$ cat src/design/tcpwm_cfg.svh
// Purpose: register offsets, field positions and reset values
// Assumes: 32-bit AXI4-Lite register bus, 20 MHz aclk
// Notes: definitions only
`ifndef TCPWM_CFG_SVH
`define TCPWM_CFG_SVH

`define TC_INSTANCES 4
// per-instance register window: 8 words, instance n at n*0x20
`define TC_STRIDE 32'h0000_0020
`define TC_OFF_CTRL 3'h0
`define TC_OFF_PERIOD 3'h1
`define TC_OFF_COMPARE 3'h2
`define TC_OFF_COUNT 3'h3
`define TC_OFF_CAPTURE 3'h4
`define TC_OFF_DEADBAND 3'h5
// common registers above the instance windows
`define TC_ADDR_IRQ_STATUS 8'h80
`define TC_ADDR_IRQ_MASK 8'h84
`define TC_ADDR_START 8'h88

// ctrl fields
`define CTRL_ENABLE 0
`define CTRL_MODE_LSB 1
`define CTRL_CMP_LSB 3
`define CTRL_CLK_LSB 6
`define CTRL_IRQSEL_LSB 8
`define CTRL_COMP_EN 11
`define CTRL_RESET 32'h0000_0000
`define PERIOD_RESET 16'hFFFF
`define COMPARE_RESET 16'h8000
`define DEADBAND_RESET 8'h00

// interrupt select bits
`define IRQSEL_TC 0
`define IRQSEL_CMP 1
`define IRQSEL_CAP 2

`endif

$ cat src/design/tc_pkg.sv
// Purpose: shared types of the timer block
// Assumes: nothing
// Notes: constants live in tcpwm_cfg.svh
package tc_pkg;
  typedef enum logic [1:0] {
    mode_free,
    mode_one_shot,
    mode_enable_gated
  } count_mode_e;

  typedef enum logic [2:0] {
    cmp_lt,
    cmp_lte,
    cmp_eq,
    cmp_gte,
    cmp_gt
  } cmp_rel_e;

  // first member is the top bit: comp_en is bit 11, enable is bit 0
  typedef struct packed {
    logic comp_en;
    logic [2:0] irq_sel;
    logic [1:0] clk_sel;
    logic [2:0] cmp;
    logic [1:0] mode;
    logic enable;
  } ctrl_s;
endpackage

$ cat src/design/tc_cfg_if.sv
// Purpose: configuration and status bundle between the top and one timer
// Assumes: single aclk domain
// Notes: top drives cfg, timer drives status
`timescale 1ns/1ps
interface tc_cfg_if;
  tc_pkg::ctrl_s ctrl;
  logic start;
  logic [15:0] period;
  logic [15:0] compare;
  logic [7:0] deadband;
  logic [15:0] count;
  logic [15:0] capture;
  logic [2:0] events;
  logic running;
  modport top (output ctrl, start, period, compare, deadband,
               input count, capture, events, running);
  modport timer (input ctrl, start, period, compare, deadband,
                 output count, capture, events, running);
endinterface

$ cat src/design/tc_timer.sv
// Purpose: one 16-bit down-counting timer, counter and pwm channel
// Assumes: pin inputs already synchronised by the top
// Notes: clock sources are one-cycle ticks on aclk
`timescale 1ns/1ps
`include "tcpwm_cfg.svh"
module tc_timer (
  input wire logic aclk,
  input wire logic aresetn,
  tc_cfg_if.timer cfg,
  input wire logic [3:0] clk_ticks,
  input wire logic reset_in,
  input wire logic capture_in,
  input wire logic enable_in,
  input wire logic kill_in,
  output logic cmp_out,
  output logic cmp_n_out,
  output logic tc_out
);
  logic tick;
  logic cmp_hit;
  logic cmp_raw_q;
  logic cap_q;
  logic step;
  logic [7:0] db_cnt;
  logic raw_prev;
  logic tc_now;

  // counting clock chosen from the tick sources, see RULE3
  assign tick = clk_ticks[cfg.ctrl.clk_sel];
  // gated mode only steps while enable is high, see RULE8
  assign step = tick && cfg.running &&
                (cfg.ctrl.mode != tc_pkg::mode_enable_gated || enable_in);
  assign tc_now = step && (cfg.count == 16'h0000);

  // comparator relation, see RULE4
  always_comb begin
    case (tc_pkg::cmp_rel_e'(cfg.ctrl.cmp))
      tc_pkg::cmp_lt: cmp_hit = cfg.count < cfg.compare;
      tc_pkg::cmp_lte: cmp_hit = cfg.count <= cfg.compare;
      tc_pkg::cmp_eq: cmp_hit = cfg.count == cfg.compare;
      tc_pkg::cmp_gte: cmp_hit = cfg.count >= cfg.compare;
      tc_pkg::cmp_gt: cmp_hit = cfg.count > cfg.compare;
      default: cmp_hit = 1'b0;
    endcase
  end

  // down counter with reload on start, reset and terminal count
  always_ff @(posedge aclk) begin
    if (!aresetn) begin
      cfg.count <= `PERIOD_RESET;
      cfg.running <= 1'b0;
    end else if (cfg.start || reset_in) begin
      cfg.count <= cfg.period; // see RULE5
      cfg.running <= cfg.ctrl.enable;
    end else if (!cfg.ctrl.enable) begin
      cfg.running <= 1'b0;
    end else if (tc_now) begin
      cfg.count <= cfg.period; // see RULE5, see RULE14
      // one-shot stops after a full period, see RULE7
      cfg.running <= (cfg.ctrl.mode != tc_pkg::mode_one_shot); // see RULE6
    end else if (step) begin
      cfg.count <= cfg.count - 16'h0001; // see RULE2
    end
  end

  // full 16-bit capture on a rising capture edge, see RULE11
  always_ff @(posedge aclk) begin
    if (!aresetn) begin
      cfg.capture <= 16'h0000;
      cap_q <= 1'b0;
    end else begin
      cap_q <= capture_in;
      if (capture_in && !cap_q) begin
        cfg.capture <= cfg.count;
      end
    end
  end

  // event pulses: terminal count, compare becoming true, capture, see RULE10
  always_ff @(posedge aclk) begin
    if (!aresetn) begin
      cfg.events <= 3'h0;
      cmp_raw_q <= 1'b0;
      tc_out <= 1'b0;
    end else begin
      cmp_raw_q <= cmp_hit && cfg.running;
      tc_out <= tc_now; // see RULE14
      cfg.events[`IRQSEL_TC] <= tc_now;
      cfg.events[`IRQSEL_CMP] <= cmp_hit && cfg.running && !cmp_raw_q;
      cfg.events[`IRQSEL_CAP] <= capture_in && !cap_q;
    end
  end

  // deadband: each output turns on only after the gap, see RULE13
  always_ff @(posedge aclk) begin
    if (!aresetn) begin
      db_cnt <= 8'h00;
      raw_prev <= 1'b0;
      cmp_out <= 1'b0;
      cmp_n_out <= 1'b0;
    end else begin
      raw_prev <= cmp_raw_q;
      if (kill_in) begin
        cmp_out <= 1'b0; // see RULE12
        cmp_n_out <= 1'b0;
        db_cnt <= cfg.deadband;
      end else if (cmp_raw_q != raw_prev) begin
        cmp_out <= 1'b0;
        cmp_n_out <= 1'b0;
        db_cnt <= cfg.deadband;
      end else if (db_cnt != 8'h00) begin
        db_cnt <= db_cnt - 8'h01;
      end else begin
        cmp_out <= cmp_raw_q; // see RULE9
        cmp_n_out <= !cmp_raw_q && cfg.ctrl.comp_en && cfg.running;
      end
    end
  end
endmodule

$ cat src/design/sync2.sv
// Purpose: two-flop synchroniser for a bundle of pin levels
// Assumes: inputs are asynchronous levels
// Notes: first stage read only by the second
`timescale 1ns/1ps
module sync2 #(
  parameter int W = 1
) (
  input wire logic aclk,
  input wire logic aresetn,
  input wire logic [W-1:0] d,
  output logic [W-1:0] q
);
  logic [W-1:0] meta;

  // plain double flop; no logic on the first stage
  always_ff @(posedge aclk) begin
    if (!aresetn) begin
      meta <= '0;
      q <= '0;
    end else begin
      meta <= d;
      q <= meta;
    end
  end
endmodule

$ cat src/design/tcpwm_top.sv
// Purpose: four timer, counter and pwm channels behind an axi4-lite slave
// Assumes: 20 MHz aclk, synchronous active-low aresetn, routed pins asynchronous
// Notes: channel n owns the words from n*0x20: ctrl, period, compare,
//   count, capture and deadband; irq status, irq mask and start sit at
//   0x80, 0x84 and 0x88; pins are levels, clock and capture act on edges;
//   tc_out and a kill lag their cause by the sync flops plus two stages; irq_line and irq take three, a compare change more
// Overview of operation
// RULE1: four identical timer, counter and pwm channels are provided.
// RULE2: each channel has a 16-bit counter that only counts down.
// RULE3: software selects each channel's counting clock from several sources.
// RULE4: the comparator can assert on lt, lte, eq, gte or gt against compare.
// RULE5: the period is loaded on start, on timer reset and at terminal count.
// RULE6: free-run, one-shot and enable-gated counting modes exist.
// RULE7: in one-shot mode the counter stops after one full period.
// RULE8: in enable-gated mode the counter steps only while enable is high.
// RULE9: each channel drives compare, terminal count, complement and an irq.
// RULE10: each irq can fire on terminal count, compare true or capture.
// RULE11: a capture input latches the full 16-bit count; a reset input reloads.
// RULE12: a kill input forces the pwm outputs inactive.
// RULE13: complementary outputs are split by a programmable deadband.
// RULE14: terminal count pulses when the count reaches zero, with reload then.
`timescale 1ns/1ps
`include "tcpwm_cfg.svh"
module tcpwm_top (
  input wire logic aclk,
  input wire logic aresetn,
  input wire logic [31:0] s_axi_awaddr,
  input wire logic s_axi_awvalid,
  output logic s_axi_awready,
  input wire logic [31:0] s_axi_wdata,
  input wire logic [3:0] s_axi_wstrb,
  input wire logic s_axi_wvalid,
  output logic s_axi_wready,
  output logic [1:0] s_axi_bresp,
  output logic s_axi_bvalid,
  input wire logic s_axi_bready,
  input wire logic [31:0] s_axi_araddr,
  input wire logic s_axi_arvalid,
  output logic s_axi_arready,
  output logic [31:0] s_axi_rdata,
  output logic [1:0] s_axi_rresp,
  output logic s_axi_rvalid,
  input wire logic s_axi_rready,
  input wire logic [3:0] clk_src,
  input wire logic [3:0] timer_reset,
  input wire logic [3:0] capture,
  input wire logic [3:0] enable,
  input wire logic [3:0] kill,
  output logic [3:0] cmp_out,
  output logic [3:0] cmp_n_out,
  output logic [3:0] tc_out,
  output logic [3:0] irq_line,
  output logic irq
);
  localparam int N = `TC_INSTANCES;

  // pin side
  logic [19:0] pins_s;
  logic [3:0] src_prev;
  logic [3:0] src_tick;
  logic [3:0] ticks;
  logic [3:0] cmp_w;
  logic [3:0] cmp_n_w;
  logic [3:0] tc_w;
  // register file, one entry per channel
  tc_pkg::ctrl_s ctrl [N];
  logic [15:0] period [N];
  logic [15:0] compare [N];
  logic [7:0] deadband [N];
  logic [N-1:0] start_p;
  // three status bits per channel: tc, compare, capture
  logic [11:0] status;
  logic [11:0] mask;
  logic [11:0] ev_all;
  logic [11:0] status_clr;
  // write side holding registers
  logic [31:0] aw_addr;
  logic [31:0] w_data;
  logic [3:0] w_strb;
  logic aw_have;
  logic w_have;
  logic do_write;
  logic wr_ok;
  // read side
  logic [31:0] rd_val;
  logic rd_ok;
  logic [31:0] wmask;
  // live count and capture of each channel, for the read decode
  logic [15:0] g_count [N];
  logic [15:0] g_cap [N];

  // all routed inputs pass two flops before use; without them an
  // edge detector could see one pin change twice or not at all
  sync2 #(.W(20)) u_sync (
    .aclk(aclk),
    .aresetn(aresetn),
    .d({kill, enable, capture, timer_reset, clk_src}),
    .q(pins_s)
  );

  // external clock sources become single-cycle ticks on their rising edges
  // limit: a routed clock above half of aclk loses ticks
  always_ff @(posedge aclk) begin
    if (!aresetn) begin
      src_prev <= 4'h0;
    end else begin
      src_prev <= pins_s[3:0];
    end
  end
  assign src_tick = pins_s[3:0] & ~src_prev;
  // source 0 is aclk itself, 1..3 are routed clocks, see RULE3
  assign ticks = {src_tick[3:1], 1'b1};

  // one channel per instance, see RULE1
  genvar gi;
  generate
    for (gi = 0; gi < N; gi++) begin : g_ch
      // configuration flows down the bus, counts and events flow back
      tc_cfg_if bus ();
      assign bus.ctrl = ctrl[gi];
      assign bus.start = start_p[gi];
      assign bus.period = period[gi];
      assign bus.compare = compare[gi];
      assign bus.deadband = deadband[gi];
      // pick this channel's events by its irq select, see RULE10
      assign ev_all[gi*3 +: 3] = bus.events & bus.ctrl.irq_sel;
      tc_timer u_timer (
        .aclk(aclk),
        .aresetn(aresetn),
        .cfg(bus),
        .clk_ticks(ticks),
        .reset_in(pins_s[4+gi]), // see RULE11
        .capture_in(pins_s[8+gi]),
        .enable_in(pins_s[12+gi]),
        .kill_in(pins_s[16+gi]),
        .cmp_out(cmp_w[gi]),
        .cmp_n_out(cmp_n_w[gi]),
        .tc_out(tc_w[gi])
      );
    end
  endgenerate

  // pin outputs registered once more so every top output is a flop
  // this costs one more cycle of lag on cmp_out, cmp_n_out and tc_out
  always_ff @(posedge aclk) begin
    if (!aresetn) begin
      cmp_out <= 4'h0;
      cmp_n_out <= 4'h0;
      tc_out <= 4'h0;
    end else begin
      cmp_out <= cmp_w; // see RULE9
      cmp_n_out <= cmp_n_w; // see RULE13
      tc_out <= tc_w;
    end
  end

  // write channel capture: address and data accepted in either order
  // each half is held here until do_write consumes both
  always_ff @(posedge aclk) begin
    if (!aresetn) begin
      aw_have <= 1'b0;
      w_have <= 1'b0;
      aw_addr <= 32'h0000_0000;
      w_data <= 32'h0000_0000;
      w_strb <= 4'h0;
    end else begin
      if (s_axi_awvalid && s_axi_awready) begin
        aw_have <= 1'b1;
        aw_addr <= s_axi_awaddr;
      end else if (do_write) begin
        aw_have <= 1'b0;
      end
      if (s_axi_wvalid && s_axi_wready) begin
        w_have <= 1'b1;
        w_data <= s_axi_wdata;
        w_strb <= s_axi_wstrb;
      end else if (do_write) begin
        w_have <= 1'b0;
      end
    end
  end

  // a new write waits until the previous response has been taken
  assign do_write = aw_have && w_have && !s_axi_bvalid;
  // byte strobes only matter for the status clear
  assign wmask = {{8{w_strb[3]}}, {8{w_strb[2]}}, {8{w_strb[1]}}, {8{w_strb[0]}}};

  // ready flags are registered so they come from flops
  // they drop as a half is taken, so no second one slips in
  always_ff @(posedge aclk) begin
    if (!aresetn) begin
      s_axi_awready <= 1'b0;
      s_axi_wready <= 1'b0;
    end else begin
      s_axi_awready <= !aw_have && !(s_axi_awvalid && s_axi_awready) && !s_axi_bvalid;
      s_axi_wready <= !w_have && !(s_axi_wvalid && s_axi_wready) && !s_axi_bvalid;
    end
  end

  // write decode; a channel window holds 8 words
  // a write outside the map still answers, with slave error
  always_comb begin
    wr_ok = 1'b0;
    if (aw_addr[31:8] != 24'h000000) begin
      wr_ok = 1'b0;
    end else if (aw_addr[7] == 1'b0 && aw_addr[4:2] <= `TC_OFF_DEADBAND) begin
      wr_ok = 1'b1;
    end else if (aw_addr[7:0] == `TC_ADDR_IRQ_STATUS || aw_addr[7:0] == `TC_ADDR_IRQ_MASK ||
                 aw_addr[7:0] == `TC_ADDR_START) begin
      wr_ok = 1'b1;
    end
  end

  // channel configuration registers
  // start_p is a one-cycle strobe; a held level would reload every cycle
  always_ff @(posedge aclk) begin
    if (!aresetn) begin
      for (int i = 0; i < N; i++) begin
        ctrl[i] <= tc_pkg::ctrl_s'(12'(`CTRL_RESET));
        period[i] <= `PERIOD_RESET;
        compare[i] <= `COMPARE_RESET;
        deadband[i] <= `DEADBAND_RESET;
      end
      start_p <= '0;
    end else begin
      // strobes fall back low unless a write raises them
      start_p <= '0;
      if (do_write && wr_ok && aw_addr[7] == 1'b0) begin
        case (aw_addr[4:2])
          `TC_OFF_CTRL: begin
            ctrl[aw_addr[6:5]] <= tc_pkg::ctrl_s'(w_data[11:0]);
            // enabling a channel acts as start, which reloads the period
            start_p[aw_addr[6:5]] <= w_data[`CTRL_ENABLE];
          end
          `TC_OFF_PERIOD: period[aw_addr[6:5]] <= w_data[15:0];
          `TC_OFF_COMPARE: compare[aw_addr[6:5]] <= w_data[15:0];
          `TC_OFF_DEADBAND: deadband[aw_addr[6:5]] <= w_data[7:0];
          default: ;
        endcase
      end else if (do_write && aw_addr[7:0] == `TC_ADDR_START) begin
        start_p <= w_data[3:0]; // see RULE5
      end
    end
  end

  // sticky status: set wins over write-one-to-clear
  // so an event in the same cycle as its clear is never lost
  assign status_clr = (do_write && aw_addr[7:0] == `TC_ADDR_IRQ_STATUS) ?
                      (w_data[11:0] & wmask[11:0]) : 12'h000;
  always_ff @(posedge aclk) begin
    if (!aresetn) begin
      status <= 12'h000;
      mask <= 12'h000;
    end else begin
      status <= (status & ~status_clr) | ev_all; // see RULE10
      if (do_write && aw_addr[7:0] == `TC_ADDR_IRQ_MASK) begin
        mask <= w_data[11:0];
      end
    end
  end

  // one irq per channel plus the combined line, see RULE9
  // both come from the same masked bits and change together
  always_ff @(posedge aclk) begin
    if (!aresetn) begin
      irq_line <= 4'h0;
      irq <= 1'b0;
    end else begin
      for (int i = 0; i < N; i++) begin
        irq_line[i] <= |(status[i*3 +: 3] & mask[i*3 +: 3]);
      end
      irq <= |(status & mask);
    end
  end

  // write response one cycle after both halves are held
  // bresp is slave error for an address outside the map
  always_ff @(posedge aclk) begin
    if (!aresetn) begin
      s_axi_bvalid <= 1'b0;
      s_axi_bresp <= 2'b00;
    end else if (do_write) begin
      s_axi_bvalid <= 1'b1;
      s_axi_bresp <= wr_ok ? 2'b00 : 2'b10;
    end else if (s_axi_bready) begin
      s_axi_bvalid <= 1'b0;
    end
  end

  // read decode; live count is readable at any time
  // a running count is read live, so two reads in a row may differ
  always_comb begin
    rd_val = 32'h0000_0000;
    rd_ok = 1'b1;
    if (s_axi_araddr[31:8] != 24'h000000) begin
      rd_ok = 1'b0;
    end else if (s_axi_araddr[7] == 1'b0) begin
      case (s_axi_araddr[4:2])
        `TC_OFF_CTRL: rd_val = {20'h00000, ctrl[s_axi_araddr[6:5]]};
        `TC_OFF_PERIOD: rd_val = {16'h0000, period[s_axi_araddr[6:5]]};
        `TC_OFF_COMPARE: rd_val = {16'h0000, compare[s_axi_araddr[6:5]]};
        `TC_OFF_COUNT: rd_val = {16'h0000, g_count[s_axi_araddr[6:5]]};
        `TC_OFF_CAPTURE: rd_val = {16'h0000, g_cap[s_axi_araddr[6:5]]};
        `TC_OFF_DEADBAND: rd_val = {24'h000000, deadband[s_axi_araddr[6:5]]};
        default: rd_ok = 1'b0;
      endcase
    end else if (s_axi_araddr[7:0] == `TC_ADDR_IRQ_STATUS) begin
      rd_val = {20'h00000, status};
    end else if (s_axi_araddr[7:0] == `TC_ADDR_IRQ_MASK) begin
      rd_val = {20'h00000, mask};
    end else if (s_axi_araddr[7:0] == `TC_ADDR_START) begin
      rd_val = 32'h0000_0000;
    end else begin
      rd_ok = 1'b0;
    end
  end

  // gather live count and capture values for reads; reaching into the
  // channel blocks keeps read wiring out of the channel loop
  generate
    for (gi = 0; gi < N; gi++) begin : g_rd
      assign g_count[gi] = g_ch[gi].bus.count;
      assign g_cap[gi] = g_ch[gi].bus.capture;
    end
  endgenerate

  // read channel: the address is taken first, data follow one edge later
  // and hold until rready, so no answer ever precedes its request
  always_ff @(posedge aclk) begin
    if (!aresetn) begin
      s_axi_arready <= 1'b0;
      s_axi_rvalid <= 1'b0;
      s_axi_rdata <= 32'h0000_0000;
      s_axi_rresp <= 2'b00;
    end else if (s_axi_arvalid && s_axi_arready) begin
      s_axi_arready <= 1'b0;
      s_axi_rvalid <= 1'b1;
      s_axi_rdata <= rd_val;
      s_axi_rresp <= rd_ok ? 2'b00 : 2'b10;
    end else if (s_axi_rvalid && s_axi_rready) begin
      s_axi_rvalid <= 1'b0;
      s_axi_arready <= 1'b1;
    end else if (!s_axi_rvalid) begin
      s_axi_arready <= 1'b1; // idle: ready for the next address
    end
  end
endmodule

$ cat config.mk
export PLATFORM = sky130hd
export DESIGN_NAME = tcpwm_top
export DESIGN_NICKNAME = d
export VERILOG_FILES = /design/src/design/tc_pkg.sv /design/src/design/tc_cfg_if.sv /design/src/design/tc_timer.sv /design/src/design/sync2.sv /design/src/design/tcpwm_top.sv
export VERILOG_INCLUDE_DIRS = /design/src /design/src/design
export SDC_FILE = /design/constraint.sdc
export NUM_CORES = 1
export LEC_CHECK = 0
export ABC_CLOCK_PERIOD_IN_PS = 8000
export BUFFER_PORTS_ARGS = -buffer_cell sky130_fd_sc_hd__buf_2
export CAP_MARGIN = 0
export CELL_PAD_IN_SITES_DETAIL_PLACEMENT = 0
export CELL_PAD_IN_SITES_GLOBAL_PLACEMENT = 1
export CORE_UTILIZATION = 51
export CTS_CLUSTER_DIAMETER = 200
export CTS_CLUSTER_SIZE = 10
export DETAILED_ROUTE_END_ITERATION = 12
export GPL_TIMING_DRIVEN = 1
export PLACE_DENSITY_LB_ADDON = 0.3
export SYNTH_ARGS = -nofsm -noshare
export SYNTH_HDL_FRONTEND = slang
export SYNTH_SLANG_ARGS = --single-unit
$ cat constraint.sdc
create_clock -name aclk -period 8 [get_ports aclk]
set_input_delay 0 -clock aclk [delete_from_list [all_inputs] [get_ports aclk]]
set_output_delay 0 -clock aclk [all_outputs]
set_load 0.005 [all_outputs]
==> Yosys cells after proc, flatten, opt, wreduce, memory -nomap -nowiden <==
Memory sizes are Yosys's and may differ from the RTL's.
Index checks and enable logic that the tools add are counted.
{ "op_classes": {"magnitude_cmp": 24, "reduce_logical": 123, "n_bitwise": 19, "n_addsub": 8, "muxes": 118, "eq_ne": 51} }
{ "op_table": {"columns": ["cell", "n"], "rows": [
  ["$mux W16", 22],
  ["$mux W8", 13],
  ["$pmux W16 S6", 1],
  ["$bmux W16 S2", 2],
  ["$eq A16 B16 Y1", 4],
  ["$ge A16 B16 Y1", 4],
  ["$gt A16 B16 Y1", 4],
  ["$le A16 B16 Y1", 4],
  ["$logic_not A16 Y1", 4],
  ["$lt A16 B16 Y1", 4],
  ["$mux W32", 2],
  ["$sub A16 B1 Y16 const B", 4],
  ["$mux W1", 56],
  ["$logic_and A1 B1 Y1", 49],
  ["$eq A8 B8 Y1 const B", 6],
  ["$mux W12", 4],
  ["$reduce_bool A24 Y1", 2],
  ["$and A12 B12 Y12", 3],
  ["$eq A3 B2 Y1 const B", 11],
  ["$reduce_bool A8 Y1", 4],
  ["$reduce_or A16 Y1", 2],
  ["$sub A8 B1 Y8 const B", 4],
  ["$and A3 B3 Y3", 8],
  ["$reduce_bool A3 Y1", 8],
  ["other kinds (31)", 118]
]} }
{ "word_totals": {"out_inout_bits": 58, "regBits": 382, "in_bits": 127, "wordCells": 415, "n_memories": 4, "ram_bits": 208} }
{ "memory_table": {"columns": ["name", "depth", "word_bits", "rd", "rd_clocked_by_memory_dff", "wr", "line", "source"], "rows": [
  ["compare", 4, 16, 5, 0, 4, "tcpwm_top.sv:68", "logic [15:0] compare [N];"],
  ["period", 4, 16, 5, 0, 4, "tcpwm_top.sv:67", "logic [15:0] period [N];"],
  ["ctrl", 4, 12, 5, 0, 4, "tcpwm_top.sv:66", "tc_pkg::ctrl_s ctrl [N];"],
  ["deadband", 4, 8, 5, 0, 4, "tcpwm_top.sv:69", "logic [7:0] deadband [N];"]
]} }

==> Longest topological paths before layout <==
{ "depth": {"word_depth": 13, "mapped_depth": 9, "depth_no_buf": 8} }

==> Hierarchy <==
From an unflattened synthesis, not the netlist that was laid out.
{ "hier_totals": {"cells_unflattened": 2868, "hier_area_um2": 27831.7} }
{ "modules_own_cells": {"columns": ["module", "seq_area_each_um2", "area_per_inst_um2", "n_inst", "cells_each"], "rows": [
  ["tcpwm_top", 8708.4, 15284.7, 1, 1331],
  ["tc_timer at g_ch[1].u_timer ...", 980.9, 2851.5, 3, 364],
  ["tc_timer at g_ch[0].u_timer", 980.9, 2885.3, 1, 361],
  ["sync2", 800.8, 1107.3, 1, 84]
]} }

==> Worst setup path before layout <==
Ideal clock, no wire load.
{ "synth_path": {"path_kind": "flip-flop to flip-flop", "from": "register s_axi_bvalid", "to": "memory period[0][0] (enable)", "t_arrival_ps": 2749, "stages_incl_launch_ff": 7, "setup_ps": 411, "t_required_ps": 7589, "n_path_buf": 1, "slack_ps": 4840, "synth_period_minus_slack_ps": 3160, "cell_sequence": "dfxtp_1 and3b_1 nand3_1 nor4_2 clkbuf_1 nand2_1 o21ai_0"} }
{ "synth_lines": {"columns": ["element", "line", "source"], "rows": [
  ["start, declared", "tcpwm_top.sv:35", "output logic s_axi_bvalid,"],
  ["start signal, assigned", "tcpwm_top.sv:280", "s_axi_bvalid <= 1'b0;"],
  ["start signal, assigned", "tcpwm_top.sv:283", "s_axi_bvalid <= 1'b1;"],
  ["start signal, assigned", "tcpwm_top.sv:286", "s_axi_bvalid <= 1'b0;"],
  ["end, declared", "tcpwm_top.sv:67", null]
]} }

==> Worst setup path in the final report <==
{ "layout_path": {"from": "register g_ch[3].u_timer.cfg.count[0]", "to": "register g_ch[3].u_timer.cfg.count[3]"} }
{ "layout_between": {"elab_chain_len": 5, "word_cells_on_any_way": 9, "cone_classes": "add/sub: 1; mux: 4; reduce/logical: 4"} }
{ "layout_lines": {"columns": ["element", "line", "source"], "rows": [
  ["start, declared", "tc_cfg_if.sv:18", "output count, capture, events, running);"],
  ["start signal, assigned", "tc_timer.sv:50", "cfg.count <= `PERIOD_RESET;"],
  ["start signal, assigned", "tc_timer.sv:53", "cfg.count <= cfg.period;"],
  ["start signal, assigned", "tc_timer.sv:58", "cfg.count <= cfg.period;"],
  ["$sub A16 B1 Y16 or $logic_not A16 Y1 (tied branches)", "tc_timer.sv:62, tc_timer.sv:33", null],
  ["$mux W16 or $logic_and A1 B1 Y1 (tied branches)", "tc_timer.sv:61, tc_timer.sv:33", null],
  ["$mux W16", "tc_timer.sv:57", "end else if (tc_now) begin"],
  ["$mux W16", "tc_timer.sv:55", "end else if (!cfg.ctrl.enable) begin"],
  ["$mux W16", "tc_timer.sv:52", "end else if (cfg.start || reset_in) begin"]
]} }
Several ways; a longest one is shown, not always the timed one. The select of a mux whose other input is x is not followed.
A chain may end at the register's enable or synchronous reset.

==> metrics.txt <==
hold crit path type=in -> reg; FP Rows=84; I/O Buffers=147; fin util=59.0%; Routed WL=101000 um; Final ANT Viol Nets=0; Die H=233 um; Synthesis Warnings=0; crit-path max FO=11; CP startpoint kind=flop; endpoints failing setup=0; Internal=5.03 mW; clock network power share=39.7%; synthesized flop and latch total=565; Total GRT Usage=37.4%; CP arrival=4.05 ns; area leader, netlist=dfxtp_1; share of layout cells above drive strength 1=12.7%; Layout area overhead=14.1%; fin crit share=44.5%; ys flop type=dfxtp_1; Synth Area in Compound Gates=13.2%; unrepaired setup endpoints after global routing=no; Post-synth EDFFs=208; Post-Synth Simple-Gate Area=20.4%; post_cts resized=0; vias after detailed routing=23.6k; final hold vios=0; largest net degree at the start of global routing=103; xor/xnor cell area share of the yosys netlist=1.00%; outcome=complete, no violations; switching power=1.89 mW; post-layout net count=3148; Setup Buffers After CTS=0; Comb pwr share=13.3%; maximum VDD drop=0.197 mV; kind of critical path=reg -> reg; Pleak=11.1 nW; worst-margin pin slew=1.30 ns; vias in the first global route=22.1k; mux contribution to synthesized area=8.45%; top cell type's share of synthesized area=26.3%; PnR Total Power=6.91 mW; CP max stage delay=0.54 ns; Post-synth ARST share=0%; die area=0.0542 mm2; clk_lat worst skew=0.61 ns; HPWL Detailed=73700 um; initial antenna violation count=4; Unique masters post-synth=93; Syn Std Cell Area=0.0272 mm2; maxcap violations=0; Fillers=4513; clock buffer depth=3; sequential fraction of the synthesis area=49.3%; # hold bufs at CTS=78; clk slew on worst S/H paths=0.06 ns; Root Driver=clkbuf_16; CP required=8.49 ns; Top-Level Pins=185; drt wl/cell=27.5 um; initial DRC count=3211; Num CTS Buffers=66; drt first pass iters=6; max frequency=281 MHz; GPL Wtd Cong=1.05; main combinational cell family by area after synthesis=simple AND/OR/NAND/NOR gates; Sequential Power Share=47.0%; CP Capture Type=flop; Die X=233 um; DRC Markers=0; clk_skew=0.0269 ns; first-pass GRT wire length=146000 um; Max transition margin=12.5%; buffers and inverters on the worst path=1; post-route minimum period=3.56 ns; total gr overflow=0; switching share of power=27.3%; PD cells=223 mW/mm2; Post-Synth Adder-Cell Area=3.32%; CP max stage cell=nand4_1; Area contributors post-synth=dfxtp_1 (26%), edfxtp_1 (23%), mux4_2 (6.1%), nand2_1 (5.2%), a21oi_1 (4.2%); Slew Limit Fails=0; routed vias/inst=6.42; cell count after synthesis=2789; setup TNS=0 ns; Starting Density=51.7%; CTS Sinks=565; critical-path cell list=inv_1 > ha_1 > or3b_2 > nor3_1 > nand4_1 > nand2_1 > o21ai_0 > a211o_1; H-tree depth=3; CTS tree=yes; Avg Cell Area, Syn=9.74 um2; CP top delay family=simple AND/OR/NAND/NOR gates; Core Area=0.0526 mm2
==> cells in the mapped netlist (39+ instances only) <==
| cell | instances |
|---|---|
| o21ai_0 | 93 |
| nor4_1 | 52 |
| mux4_2 | 73 |
| inv_1 | 101 |
| a21oi_1 | 227 |
| nor2_1 | 233 |
| dfxtp_1 | 357 |
| nand2b_1 | 39 |
| and2_1 | 67 |
| clkbuf_1 | 139 |
| nand3_1 | 47 |
| mux2i_1 | 60 |
| ha_1 | 72 |
| nand2_1 | 379 |
| or3_1 | 69 |
| edfxtp_1 | 208 |
| nor3_1 | 80 |
==> path summary, 6_finish.rpt <==
path	from	end	slack, ns	depth (start not counted)
max	g_ch[3].u_timer.cfg.count[0]$_SDFFE_PN1P_	g_ch[3].u_timer.cfg.count[3]$_SDFFE_PN1P_	4.44	8
min	aresetn	g_ch[3].u_timer.cfg.count[2]$_SDFFE_PN1P_	0.04	2
max reg2reg	g_ch[3].u_timer.cfg.count[0]$_SDFFE_PN1P_	g_ch[3].u_timer.cfg.count[3]$_SDFFE_PN1P_	4.44	8
min reg2reg	u_sync.meta[13]$_SDFF_PN0_	u_sync.q[13]$_SDFF_PN0_	0.43	1
==> cell families after synthesis <==
family	count (synthesis)
buffers and inverters	289
muxes	136
AOI/OAI and AO/OA	567
xor gates and xnor gates	31
adders and majority gates	72
other	1
DFF	565
and+or+nand+nor	1128
==> worst reg2reg max path, cell delays in order (launching register included) <==
cell,delay [ns]
dfxtp_1,0.38
inv_1,0.28
ha_1,0.31
or3b_2,0.52
nor3_1,0.40
nand4_1,0.54
nand2_1,0.54
o21ai_0,0.16
a211o_1,0.32
==> sequential cells by signal (all words and copies together) (netlist names), 19 cells and up <==
name / count
aw_addr: 32
compare: 64
ctrl: 48
deadband: 32
g_ch.u_timer.cfg.capture: 64
g_ch.u_timer.cfg.count: 64
g_ch.u_timer.db_cnt: 32
period: 64
u_sync.meta: 19
u_sync.q: 19
==> cell usage in the layout, fill, tap and decap left out, types with 52 or more instances in the layout <==
cell type	count
nand2_1	379
dfxtp_1	357
nor2_1	233
a21oi_1	227
edfxtp_1	208
buf_2	144
inv_1	101
o21ai_0	87
nor3_1	80
dlygate4sd3_1	78
mux4_2	73
ha_1	72
or3_1	69
and2_1	67
clkbuf_16	66
mux2i_1	60
nor4_1	52
==> power groups by stage <==
stage / registers (mW) / logic, mW / clock network, mW
after floorplan: 3.25 / 0.645 / 0
after global placement: 3.29 / 0.844 / 0
after detailed placement: 3.30 / 0.870 / 0
after CTS: 3.24 / 0.906 / 2.77
after global routing: 3.26 / 1.01 / 2.89
final: 3.25 / 0.919 / 2.74
==> area by class of cell <==
type / instances / area (um2) / area share (%)
Clock inverter: 7 / 78.8 / 0.254
Clock buffer: 101 / 1780 / 5.76
Inverter: 103 / 392 / 1.26
Antenna cell: 1 / 2.50 / 0.00808
Sequential cell: 565 / 13400 / 43.2
Timing Repair Buffer: 261 / 1800 / 5.80
Tap cell: 688 / 861 / 2.78
Multi-Input combinational cell: 1952 / 12700 / 40.9
==> through the flow <==
| stage | instance area, um2 | instances | setup WS (ns) | hold WS [ns] |
|---|---|---|---|---|
| 6_report | 31000 | 3678 | 4.44 | 0.0362 |
| 3_5_place_dp | 28300 | 3491 | 4.54 | 0.210 |
| 3_3_place_gp | 28300 | 3491 | 4.49 | 0.205 |
| 4_1_cts | 31000 | 3677 | 4.51 | 0.0107 |
| 2_1_floorplan | 27200 | 2806 | 4.84 | 0.127 |
| 5_1_grt | 31000 | 3677 | 4.31 | 0.0434 |
==> layer usage <==
layer	vias up	wire length (um)	GRT usage, %
met3	244	11200	7.78
met1	11566	40300	50.9
met5	-	37	0
li1	10413	-	-
met4	6	5540	19.8
met2	1383	44000	55.7
No activity file was read; power rests on OpenSTA's default activity.
